==> src/common/tx_client_map.svh <==
/*
 * Constants of the transmit client path: gap targets, bus geometry,
 * fault block layout and the client staging depth.
 * Assumes it is included by bare name; holds definitions only.
 */
// Contract
// (RQ1) Setting twelve: deficit counter keeps 12-byte average.
// (RQ2) Setting eight: average gap at least 8 bytes.
// (RQ3) Counter off: send at once, 1-byte gap.
// (RQ4) Injected error is one 66-bit block.
// (RQ5) Flagged packet's end word carries the block.
// (RQ6) Wide bus: request only in end cycle.
// (RQ7) Narrow bus: request bit N with end bit N.
// (RQ8) Looped-back corrupted packet counts as malformed.
// (RQ9) Bus 128 or 256 bits at 312.5 MHz.
// (RQ10) First packet byte sits in top byte.
// (RQ11) Word taken in same cycle as accept.
// (RQ12) Client drives valid, waits for accept.
// (RQ13) Client holds word while accept low.
// (RQ14) Valid stays high from start to end.
// (RQ15) Client buffers so packet runs back to back.
// (RQ16) End cycle carries 5-bit unused byte count.
// (RQ17) Preamble pass-through: packet opens with preamble.
// (RQ18) Client never sends frames under nine bytes.
// (RQ19) Client waits for lanes stable after reset.
// (RQ20) All signals on the transmit clock.
// (RQ21) Narrow bus flag bit 0 means low word.
// (RQ22) Only the flagged packet is corrupted.
`ifndef TX_CLIENT_MAP_SVH
`define TX_CLIENT_MAP_SVH

`define BUS_BITS 256
`define BUS_BYTES 6'h20
`define EMPTY_BITS 5
`define NARROW_BUS_BITS 128
`define LINK_MHZ_X10 3125
`define GAP_AVG12_BYTES 6'h0C
`define GAP_AVG12_BITS 96
`define GAP_AVG8_BYTES 6'h08
`define GAP_MIN_BYTES 6'h01
`define DEFICIT_MAX 6'h03
`define MIN_FRAME_BYTES 6'h09
`define ERR_CHAR 8'h1E
`define FAULT_BLOCK {2'h2, 8'h1E, {8{7'h1E}}}
`define FAULT_LANE {8{8'h1E}}
`define STAGE_DEPTH 64
`define STAGE_PTR_BITS 6

`endif

==> src/common/tx_client_pkg.sv <==
/*
 * Types shared by both ends of the transmit client link.
 * Assumes tx_client_map.svh is on the include path.
 */
`include "tx_client_map.svh"

package tx_client_pkg;

    typedef enum logic [1:0] {
        IPG_AVG12 = 2'h0,
        IPG_AVG8 = 2'h1,
        IPG_OFF = 2'h2
    } ipg_mode_type;

    typedef enum logic [2:0] {
        MAC_RUN = 3'h1,
        MAC_GAP = 3'h2,
        MAC_SPARE = 3'h4
    } mac_state_type;

    typedef enum logic [2:0] {
        CL_LOAD = 3'h1,
        CL_PEND = 3'h2,
        CL_SEND = 3'h4
    } client_state_type;

    typedef struct packed {
        logic [`BUS_BITS-1:0] data;
        logic sop;
        logic eop;
        logic [`EMPTY_BITS-1:0] empty;
        logic error;
    } beat_type;

endpackage

==> src/common/tx_client_if.sv <==
/*
 * Wide transmit client link between client logic (source) and MAC (sink).
 * Assumes both ends run on the one transmit clock given by the bench.
 */
`timescale 1ns/1ps
`default_nettype none
`include "tx_client_map.svh"

interface tx_client_if;
    logic [`BUS_BITS-1:0] data;
    logic valid;
    logic ready;
    logic sop;
    logic eop;
    logic [`EMPTY_BITS-1:0] empty;
    logic error;
    logic lanes_stable;

    modport client (
        output data, valid, sop, eop, empty, error,
        input ready, lanes_stable
    );

    modport mac (
        input data, valid, sop, eop, empty, error,
        output ready, lanes_stable
    );
endinterface

`default_nettype wire

==> src/verilog/two_slot_buffer.sv <==
/*
 * Two-entry buffer with valid/ready on both sides.
 * Assumes one clock and a synchronous active-high reset.
 */
`timescale 1ns/1ps
`default_nettype none

module two_slot_buffer #(
    parameter int WIDTH = 264
) (
    // clock and reset
    input wire logic ref_clk,
    input wire logic reset,
    // fill side
    input wire logic [WIDTH-1:0] in_data,
    input wire logic in_valid,
    output logic in_ready,
    // drain side
    output logic [WIDTH-1:0] out_data,
    output logic out_valid,
    input wire logic out_ready
);

    typedef struct packed {
        logic [1:0][WIDTH-1:0] slot;
        logic wr;
        logic rd;
        logic [1:0] count;
        logic room;
    } buf_state_type;

    buf_state_type s;
    buf_state_type next_s;
    logic take;
    logic give;

    assign in_ready = s.room;
    assign out_valid = (s.count != 2'h0);
    assign out_data = s.slot[s.rd];
    assign take = in_valid && s.room;
    assign give = out_ready && out_valid;

    always_comb begin
        next_s = s;
        if (take) begin
            next_s.slot[s.wr] = in_data;
            next_s.wr = ~s.wr;
        end
        if (give) begin
            next_s.rd = ~s.rd;
        end
        case ({take, give})
            2'h2: next_s.count = s.count + 2'h1;
            2'h1: next_s.count = s.count - 2'h1;
            default: next_s.count = s.count;
        endcase
        // room is registered so the sink's ready comes from a flop
        next_s.room = (next_s.count != 2'h2);
    end

    always_ff @(posedge ref_clk) begin
        if (reset) begin
            s <= '0;
            s.room <= 1'b1;
        end else begin
            s <= next_s;
        end
    end

endmodule // two_slot_buffer

`default_nettype wire

==> src/verilog/tx_mac_end.sv <==
/*
 * MAC end of the transmit client link: zero-latency sink, gap
 * enforcement with a deficit idle counter, fault block insertion and a
 * loopback malformed-packet detector.
 * Assumes the line side (toward the PCS) may stall through line_ready.
 */
`timescale 1ns/1ps
`default_nettype none
`include "tx_client_map.svh"

module tx_mac_end
    import tx_client_pkg::*;
(
    // clock and reset
    input wire logic ref_clk,
    input wire logic reset,
    // client link
    tx_client_if.mac link,
    // configuration and status from the phy
    input wire ipg_mode_type ipg_mode,
    input wire logic lanes_stable,
    // line side
    input wire logic line_ready,
    output logic [`BUS_BITS-1:0] line_data,
    output logic line_valid,
    output logic line_sop,
    output logic line_eop,
    output logic [`EMPTY_BITS-1:0] line_empty,
    output logic line_fault,
    output logic [65:0] line_block,
    // loopback receive classification
    input wire logic [`BUS_BITS-1:0] loop_data,
    input wire logic loop_valid,
    input wire logic loop_eop,
    output logic rx_malformed
);

    ////////////////////////////////////////////////////////////////////////
    // state

    typedef struct packed {
        mac_state_type state;
        logic [5:0] debt;
        logic stable;
        logic [`BUS_BITS-1:0] data;
        logic valid;
        logic sop;
        logic eop;
        logic [`EMPTY_BITS-1:0] empty;
        logic fault;
        logic [65:0] block;
        logic malformed;
    } mac_reg_type;

    localparam mac_reg_type MAC_RESET = '{
        state: MAC_RUN,
        debt: 6'h00,
        stable: 1'b0,
        data: '0,
        valid: 1'b0,
        sop: 1'b0,
        eop: 1'b0,
        empty: '0,
        fault: 1'b0,
        block: '0,
        malformed: 1'b0
    };

    mac_reg_type s;
    mac_reg_type next_s;

    ////////////////////////////////////////////////////////////////////////
    // input staging: a stall on the line side fills this and drops ready

    beat_type in_beat;
    beat_type head;
    logic head_valid;
    logic head_pop;
    logic buf_ready;

    always_comb begin
        in_beat.data = link.data; // [RQ10]
        in_beat.sop = link.sop;
        in_beat.eop = link.eop;
        in_beat.empty = link.empty; // [RQ16]
        in_beat.error = link.error && link.eop; // [RQ6]
    end

    two_slot_buffer #(
        .WIDTH($bits(beat_type))
    ) u_stage (
        .ref_clk(ref_clk),
        .reset(reset),
        .in_data(in_beat),
        .in_valid(link.valid), // [RQ11] [RQ20]
        .in_ready(buf_ready),
        .out_data(head),
        .out_valid(head_valid),
        .out_ready(head_pop)
    );

    // word taken whenever valid and ready meet in one cycle
    assign link.ready = buf_ready; // [RQ11]
    assign link.lanes_stable = s.stable; // [RQ19]

    ////////////////////////////////////////////////////////////////////////
    // gap targets

    logic [5:0] target;
    logic deficit_on;
    logic [5:0] need;
    logic [`BUS_BITS-1:0] keep_mask;
    logic loop_hit;

    always_comb begin
        case (ipg_mode)
            IPG_AVG12: target = `GAP_AVG12_BYTES; // [RQ1]
            IPG_AVG8: target = `GAP_AVG8_BYTES; // [RQ2]
            IPG_OFF: target = `GAP_MIN_BYTES; // [RQ3]
            default: target = `GAP_AVG12_BYTES;
        endcase
    end

    assign deficit_on = (ipg_mode != IPG_OFF); // [RQ3]

    // bytes of gap still owed after this word; trailing empty bytes of the
    // end word already count as gap; with the counter on, up to 3 owed bytes carry forward
    assign need = target + s.debt - {1'b0, head.empty}; // [RQ1] [RQ2]

    // unused trailing bytes are blanked so they never reach the line
    assign keep_mask = {`BUS_BITS{1'b1}} << {head.empty, 3'h0}; // [RQ16]

    always_comb begin
        loop_hit = 1'b0;
        for (int i = 0; i < 4; i++) begin
            if (loop_data[i*64 +: 64] == `FAULT_LANE) begin
                loop_hit = 1'b1;
            end
        end
    end

    ////////////////////////////////////////////////////////////////////////
    // transmit engine

    assign head_pop = line_ready && head_valid && (s.state == MAC_RUN);

    always_comb begin
        next_s = s;
        next_s.stable = lanes_stable;
        // a corrupted end word coming back in loopback is flagged malformed
        next_s.malformed = loop_valid && loop_eop && loop_hit; // [RQ8]
        if (line_ready) begin
            next_s.valid = 1'b0;
            next_s.sop = 1'b0;
            next_s.eop = 1'b0;
            next_s.fault = 1'b0;
            next_s.block = '0;
            case (s.state)
                MAC_RUN: begin
                    if (head_valid) begin
                        next_s.valid = 1'b1;
                        next_s.sop = head.sop;
                        next_s.eop = head.eop;
                        next_s.empty = head.eop ? head.empty : '0;
                        next_s.data = head.eop ? (head.data & keep_mask) : head.data;
                        // only the end word of the flagged packet is replaced
                        if (head.eop && head.error) begin // [RQ5] [RQ22]
                            next_s.data = {4{`FAULT_LANE}}; // [RQ4]
                            next_s.fault = 1'b1;
                            next_s.block = `FAULT_BLOCK; // [RQ4]
                        end
                        if (head.eop) begin
                            if (need[5] || need == 6'h00) begin
                                // surplus gap is not banked so the average
                                // never drops below the target
                                next_s.debt = 6'h00;
                            end else if (deficit_on && need <= `DEFICIT_MAX) begin
                                next_s.debt = need; // [RQ1] [RQ2]
                            end else begin
                                // one idle word gives a full bus of gap bytes
                                next_s.debt = 6'h00;
                                next_s.state = MAC_GAP; // [RQ3]
                            end
                        end
                    end
                end
                MAC_GAP: begin
                    next_s.state = MAC_RUN;
                end
                default: begin
                    next_s.state = MAC_RUN;
                end
            endcase
        end
    end

    always_ff @(posedge ref_clk) begin
        if (reset) begin
            s <= MAC_RESET;
        end else begin
            s <= next_s;
        end
    end

    ////////////////////////////////////////////////////////////////////////
    // outputs

    assign line_data = s.data;
    assign line_valid = s.valid;
    assign line_sop = s.sop;
    assign line_eop = s.eop;
    assign line_empty = s.empty;
    assign line_fault = s.fault;
    assign line_block = s.block;
    assign rx_malformed = s.malformed;

endmodule // tx_mac_end

`default_nettype wire
==> src/flat_wrapper.sv <==
// flat-port wrapper written by rule: the top's interface ports become plain ports
module tx_mac_end_flat import tx_client_pkg::*;
  (ref_clk, reset, ipg_mode, lanes_stable, line_ready, line_data, line_valid, line_sop, line_eop, line_empty, line_fault, line_block, loop_data, loop_valid, loop_eop, rx_malformed, link_data, link_valid, link_sop, link_eop, link_empty, link_error, link_ready, link_lanes_stable);
  tx_client_if link_i ();
  input wire logic ref_clk;
  input wire logic reset;
  input wire ipg_mode_type ipg_mode;
  input wire logic lanes_stable;
  input wire logic line_ready;
  output logic [`BUS_BITS-1:0] line_data;
  output logic line_valid;
  output logic line_sop;
  output logic line_eop;
  output logic [`EMPTY_BITS-1:0] line_empty;
  output logic line_fault;
  output logic [65:0] line_block;
  input wire logic [`BUS_BITS-1:0] loop_data;
  input wire logic loop_valid;
  input wire logic loop_eop;
  output logic rx_malformed;
  input wire logic [$bits(link_i.data)-1:0] link_data;
  input wire logic [$bits(link_i.valid)-1:0] link_valid;
  input wire logic [$bits(link_i.sop)-1:0] link_sop;
  input wire logic [$bits(link_i.eop)-1:0] link_eop;
  input wire logic [$bits(link_i.empty)-1:0] link_empty;
  input wire logic [$bits(link_i.error)-1:0] link_error;
  output wire logic [$bits(link_i.ready)-1:0] link_ready;
  output wire logic [$bits(link_i.lanes_stable)-1:0] link_lanes_stable;
  assign link_i.data = link_data;
  assign link_i.valid = link_valid;
  assign link_i.sop = link_sop;
  assign link_i.eop = link_eop;
  assign link_i.empty = link_empty;
  assign link_i.error = link_error;
  assign link_ready = link_i.ready;
  assign link_lanes_stable = link_i.lanes_stable;
  tx_mac_end u_core (.ref_clk(ref_clk), .reset(reset), .link(link_i), .ipg_mode(ipg_mode), .lanes_stable(lanes_stable), .line_ready(line_ready), .line_data(line_data), .line_valid(line_valid), .line_sop(line_sop), .line_eop(line_eop), .line_empty(line_empty), .line_fault(line_fault), .line_block(line_block), .loop_data(loop_data), .loop_valid(loop_valid), .loop_eop(loop_eop), .rx_malformed(rx_malformed));
endmodule
==> config.mk <==
export PLATFORM = sky130hd
export DESIGN_NAME = tx_mac_end_flat
export DESIGN_NICKNAME = d
export VERILOG_FILES = /design/src/common/tx_client_pkg.sv /design/src/common/tx_client_if.sv /design/src/verilog/two_slot_buffer.sv /design/src/verilog/tx_mac_end.sv /design/src/flat_wrapper.sv
export VERILOG_INCLUDE_DIRS = /design/src /design/src/common
export SDC_FILE = /design/constraint.sdc
export NUM_CORES = 2
export LEC_CHECK = 0
export ABC_AREA = 1
export ABC_CLOCK_PERIOD_IN_PS = 3200
export BUFFER_PORTS_ARGS = -buffer_cell sky130_fd_sc_hd__buf_2
export CAP_MARGIN = 20
export CORE_MARGIN = 5
export CORE_UTILIZATION = 30
export CTS_CLUSTER_SIZE = 10
export DETAILED_ROUTE_END_ITERATION = 6
export GPL_TIMING_DRIVEN = 1
export SLEW_MARGIN = 20
export SYNTH_ARGS = -nofsm -noshare
export SYNTH_HDL_FRONTEND = slang
export SYNTH_SLANG_ARGS = --single-unit
==> constraint.sdc <==
create_clock -name ref_clk -period 3.2 [get_ports ref_clk]
set_input_delay 0.48 -clock ref_clk [delete_from_list [all_inputs] [get_ports ref_clk]]
set_output_delay 0.48 -clock ref_clk [all_outputs]
set_load 0.05 [all_outputs]
==> results.py <==
metrics = {
    "status": {
        "outcome": "finished, violations left",
        "violations": "design-rule violations",
    },
    "placement": {
        "dpl-instance-area_um2": 38000,
        "placedCellCount": 6449,
        "gp_congestion": 0.925,
        "port_buffers": 833,
        "dp_hpwl_um": 89600,
    },
    "timing": {
        "relSlewSlack": 0.189,
        "max_freq_mhz": 367,
        "fin_crit_ps": 2720,
        "finalClockSkew_ps": 37.3,
        "tightest_slew_ps": 1220,
        "finalSetupViolCount": 0,
        "hold_violations": 0,
        "tns_ps": 0,
        "report.final.slew_viol_count": 0,
        "fin_crit_sh": 0.851,
        "rsz0062_at_grt": "false",
    },
    "routing": {
        "drtPass1Iterations": 7,
        "avgRoutedWirePerCell_um": 19.6,
        "drt-initial-drc-count": 2552,
        "via_per_inst": 4.86,
        "route.detailed.drc": 2,
        "wirelength_um": 131000,
        "vias": 32400,
        "drtAntennaViolNets": 0,
    },
    "cells_and_area": {
        "final_cell_area_um2": 41300,
        "drive_gt1_frac": 0.218,
        "nFillCells": 12300,
        "multi_input_area_um2": 14100,
        "instances_no_fill": 6662,
        "final_nets": 5611,
        "syn_to_final_growth_pct": 18.5,
        "fin_util": 0.357,
        "regArea_um2": 16200,
    },
    "synth": {
        "async_flop_share": 0,
        "yosys_register_bits": 808,
        "synth_cells": 4655,
        "synth_area_um2": 34800,
        "synth_ff_type": "dfxtp_1",
        "ys_warn_count": 0,
        "ys_seq_area_frac": 0.464,
        "synth.avg_cell_area_um2": 7.49,
        "ys_types": 45,
        "synth_edf_count": 0,
    },
    "setup_path": {
        "path_max_fanout": 20,
        "worstSetupEndpointType": "flip-flop",
        "crit_arrival_ps": 3310,
        "slowest_delay_ps": 410,
        "r2r_setup_slack_ps": 480,
        "worstRegToRegCells": 15,
        "crit_type": "reg -> reg",
        "r2r_end": "u_core.s[333]$_SDFFE_PP0P_",
        "slowest_stage": "fa_1",
        "crit_path_frequent_cell": "nand2_1",
        "worst_ep_required_time_ps": 3780,
        "critPathLaunchType": "flip-flop",
        "reg2reg_from": "u_core.u_stage.s[3]$_SDFFE_PP0P_",
        "cp_cell_sequence": "inv_6 > nand2_2 > nand2_4 > clkinv_2 > fa_1 > ha_1 > a21oi_1 > nand2_1 > nand2_1 > nand2_1 > nor2_1 > nand2_1 > nor2_1 > nand2_1 > a21oi_1",
    },
    "die": {
        "row_count": 125,
        "start_util": 0.301,
        "core_um2": 116000,
        "ios": 863,
        "die_h_um": 351,
        "dieWidth_um": 351,
        "die_area_um2": 123000,
    },
    "cts": {
        "clock_path_buffers": 3,
        "cts.reportedPaths.clkPinSlew_ps": 60,
        "cts_tree": "built",
        "clkLatencyLatePin_ps": 670,
        "cts_sinks": 808,
        "numCtsBuffers": 95,
        "htreeDepth": 3,
        "cts_root_buffer": "clkbuf_16",
        "cts_resized": 0,
    },
    "power_and_ir_drop": {
        "vdd_drop_max_uv": 491,
        "p_per_area_nw_per_um2": 825,
        "leakage_nw": 17.3,
    },
    "grt": {
        "first_global_vias": 30000,
        "grt_max_degree": 180,
        "antenna_found_initial": 60,
        "grt_use_total": 0.201,
        "grt-ovfl-total": 0,
        "grt_first_pass_wirelength_um": 190000,
    },
    "hold_path": {
        "whs_endpoint": "u_core.u_stage.s[248]$_SDFFE_PP0P_",
        "hp-start": "link_data[235]",
        "min_path_type": "in -> reg",
        "hold_depth": 3,
    },
    "run": {
        "max_cap_violations": 0,
    },
}
registers in the layout, indices dropped and copies added (netlist names):
register	cells
u_core.line_data	256
u_core.u_stage.s	532
u_core.line_sop	1
u_core.line_eop	1
u_core.u_stage.in_ready	1
u_core.rx_malformed	1
u_core.line_empty	5
u_core.link.lanes_stable	1
u_core.line_valid	1
u_core.s	8
u_core.line_block	1
per-stage QoR:
step	hold slack (ps)	worst slack [ps]	total power [mW]
finish	57.0	477	34.0
CTS	0.250	458	34.4
global placement	433	278	24.3
global route	23.4	146	35.9
detailed placement	441	340	24.5
floorplan	418	638	21.7
cell usage after synthesis (7+ instances only):
library cell  count  area share
nor2_1          482       0.052
o21ai_2           9      0.0023
ha_1             11      0.0039
nor4_1           23      0.0041
nand2_2          11      0.0020
o21ai_1           7      0.0010
or2_2            51      0.0092
nand2_1         850       0.092
clkbuf_1        286       0.031
inv_1           254       0.027
a21oi_1         718        0.10
o211ai_1         91       0.020
o21ai_0         496       0.071
nand3_1          36      0.0052
buf_4           329       0.071
o2111ai_1        55       0.014
inv_2            12      0.0013
buf_2            20      0.0029
nand4_1          32      0.0057
dfxtp_1         808        0.46
nand3b_1         10      0.0022
buf_1            11      0.0012
worst max-delay path: cells and delay by family (launching register included):
| kind | cells | cell delay, ps |
|---|---|---|
| and+or+nand+nor | 9 | 830 |
| AOI/OAI and AO/OA | 2 | 320 |
| buffers and inverters | 2 | 320 |
| DFF | 1 | 390 |
| adders and majority gates | 2 | 770 |
worst max-delay path by stage:
stage | startpoint | endpoint | cells past startpoint
after CTS | u_core.u_stage.s[3]$_SDFFE_PP0P_ | u_core.s[333]$_SDFFE_PP0P_ | 15
after floorplan | u_core.u_stage.s[3]$_SDFFE_PP0P_ | u_core.s[333]$_SDFFE_PP0P_ | 18
after global placement | ipg_mode[0] | u_core.s[334]$_SDFFE_PP0P_ | 15
after detailed placement | ipg_mode[0] | u_core.s[333]$_SDFFE_PP0P_ | 15
final | u_core.u_stage.s[3]$_SDFFE_PP0P_ | u_core.s[333]$_SDFFE_PP0P_ | 15
after global routing | u_core.u_stage.s[3]$_SDFFE_PP0P_ | u_core.s[334]$_SDFFE_PP0P_ | 15
layer usage:
layer,GRT usage,share of wire,wire [um],vias to the layer above
met1,0.247,0.41,54100,15100
met5,0,0.0017,224,-
met4,0.0895,0.048,6250,34
li1,-,-,-,15800
met2,0.326,0.46,59900,1146
met3,0.0581,0.080,10400,257
placed cells by master, fill, tap and decap left out, types with 3 or more instances in the layout:
| cell | count |
|---|---|
| nand2_1 | 848 |
| buf_2 | 832 |
| dfxtp_1 | 806 |
| a21oi_1 | 718 |
| o21ai_0 | 496 |
| nor2_1 | 480 |
| inv_1 | 254 |
| clkbuf_16 | 95 |
| o211ai_1 | 91 |
| o2111ai_1 | 55 |
| or2_2 | 51 |
| dlygate4sd3_1 | 46 |
| buf_4 | 39 |
| diode_2 | 38 |
| nand3_1 | 36 |
| nand4_1 | 32 |
| conb_1 | 29 |
| nor4_1 | 23 |
| clkbuf_1 | 20 |
| buf_12 | 18 |
| ha_1 | 11 |
| nand2_2 | 10 |
| nand3b_1 | 10 |
| inv_2 | 9 |
| o21ai_2 | 9 |
| nand2_4 | 7 |
| o21ai_1 | 7 |
| a22oi_1 | 6 |
| a21oi_2 | 6 |
| inv_6 | 5 |
| and2_1 | 5 |
| nor2_4 | 4 |
| o21ai_4 | 3 |
| clkinv_2 | 3 |
| nor2_2 | 3 |
| a221oi_1 | 3 |
| fa_1 | 3 |
| clkbuf_8 | 3 |
cell type report:
class                      count  area share
multi-input combinational   2957       0.341
tap                         1524      0.0462
clock buffer                 118      0.0604
inverter                     270      0.0254
timing repair buffer         936       0.128
sequential                   808       0.392
clock inverter                11     0.00430
antenna                       38     0.00230
cell families (layout without fill, tap and decap cells):
kind of cell,Yosys count,count (layout),share of synthesized area
DFF,808,808,0.464
and+or+nand+nor,1514,1514,0.177
xor gates and xnor gates,3,3,0.000754
other,1,67,0.000108
buffers and inverters,918,1335,0.136
adders and majority gates,14,14,0.00567
AOI/OAI and AO/OA,1397,1397,0.217
timing repair:
item                       CTS  global route
hold endpoints to repair    46             0
buffers inserted             0             0
setup endpoints to repair    0             0
hold buffers                46             0
where the power goes:
| group | switching [mW] | internal (mW) |
|---|---|---|
| Clock | 4.17 | 5.58 |
| Sequential | 0.877 | 11.8 |
| Combinational | 8.66 | 2.94 |
| Total | 13.7 | 20.3 |
No activity file was read; power rests on OpenSTA's default activity.
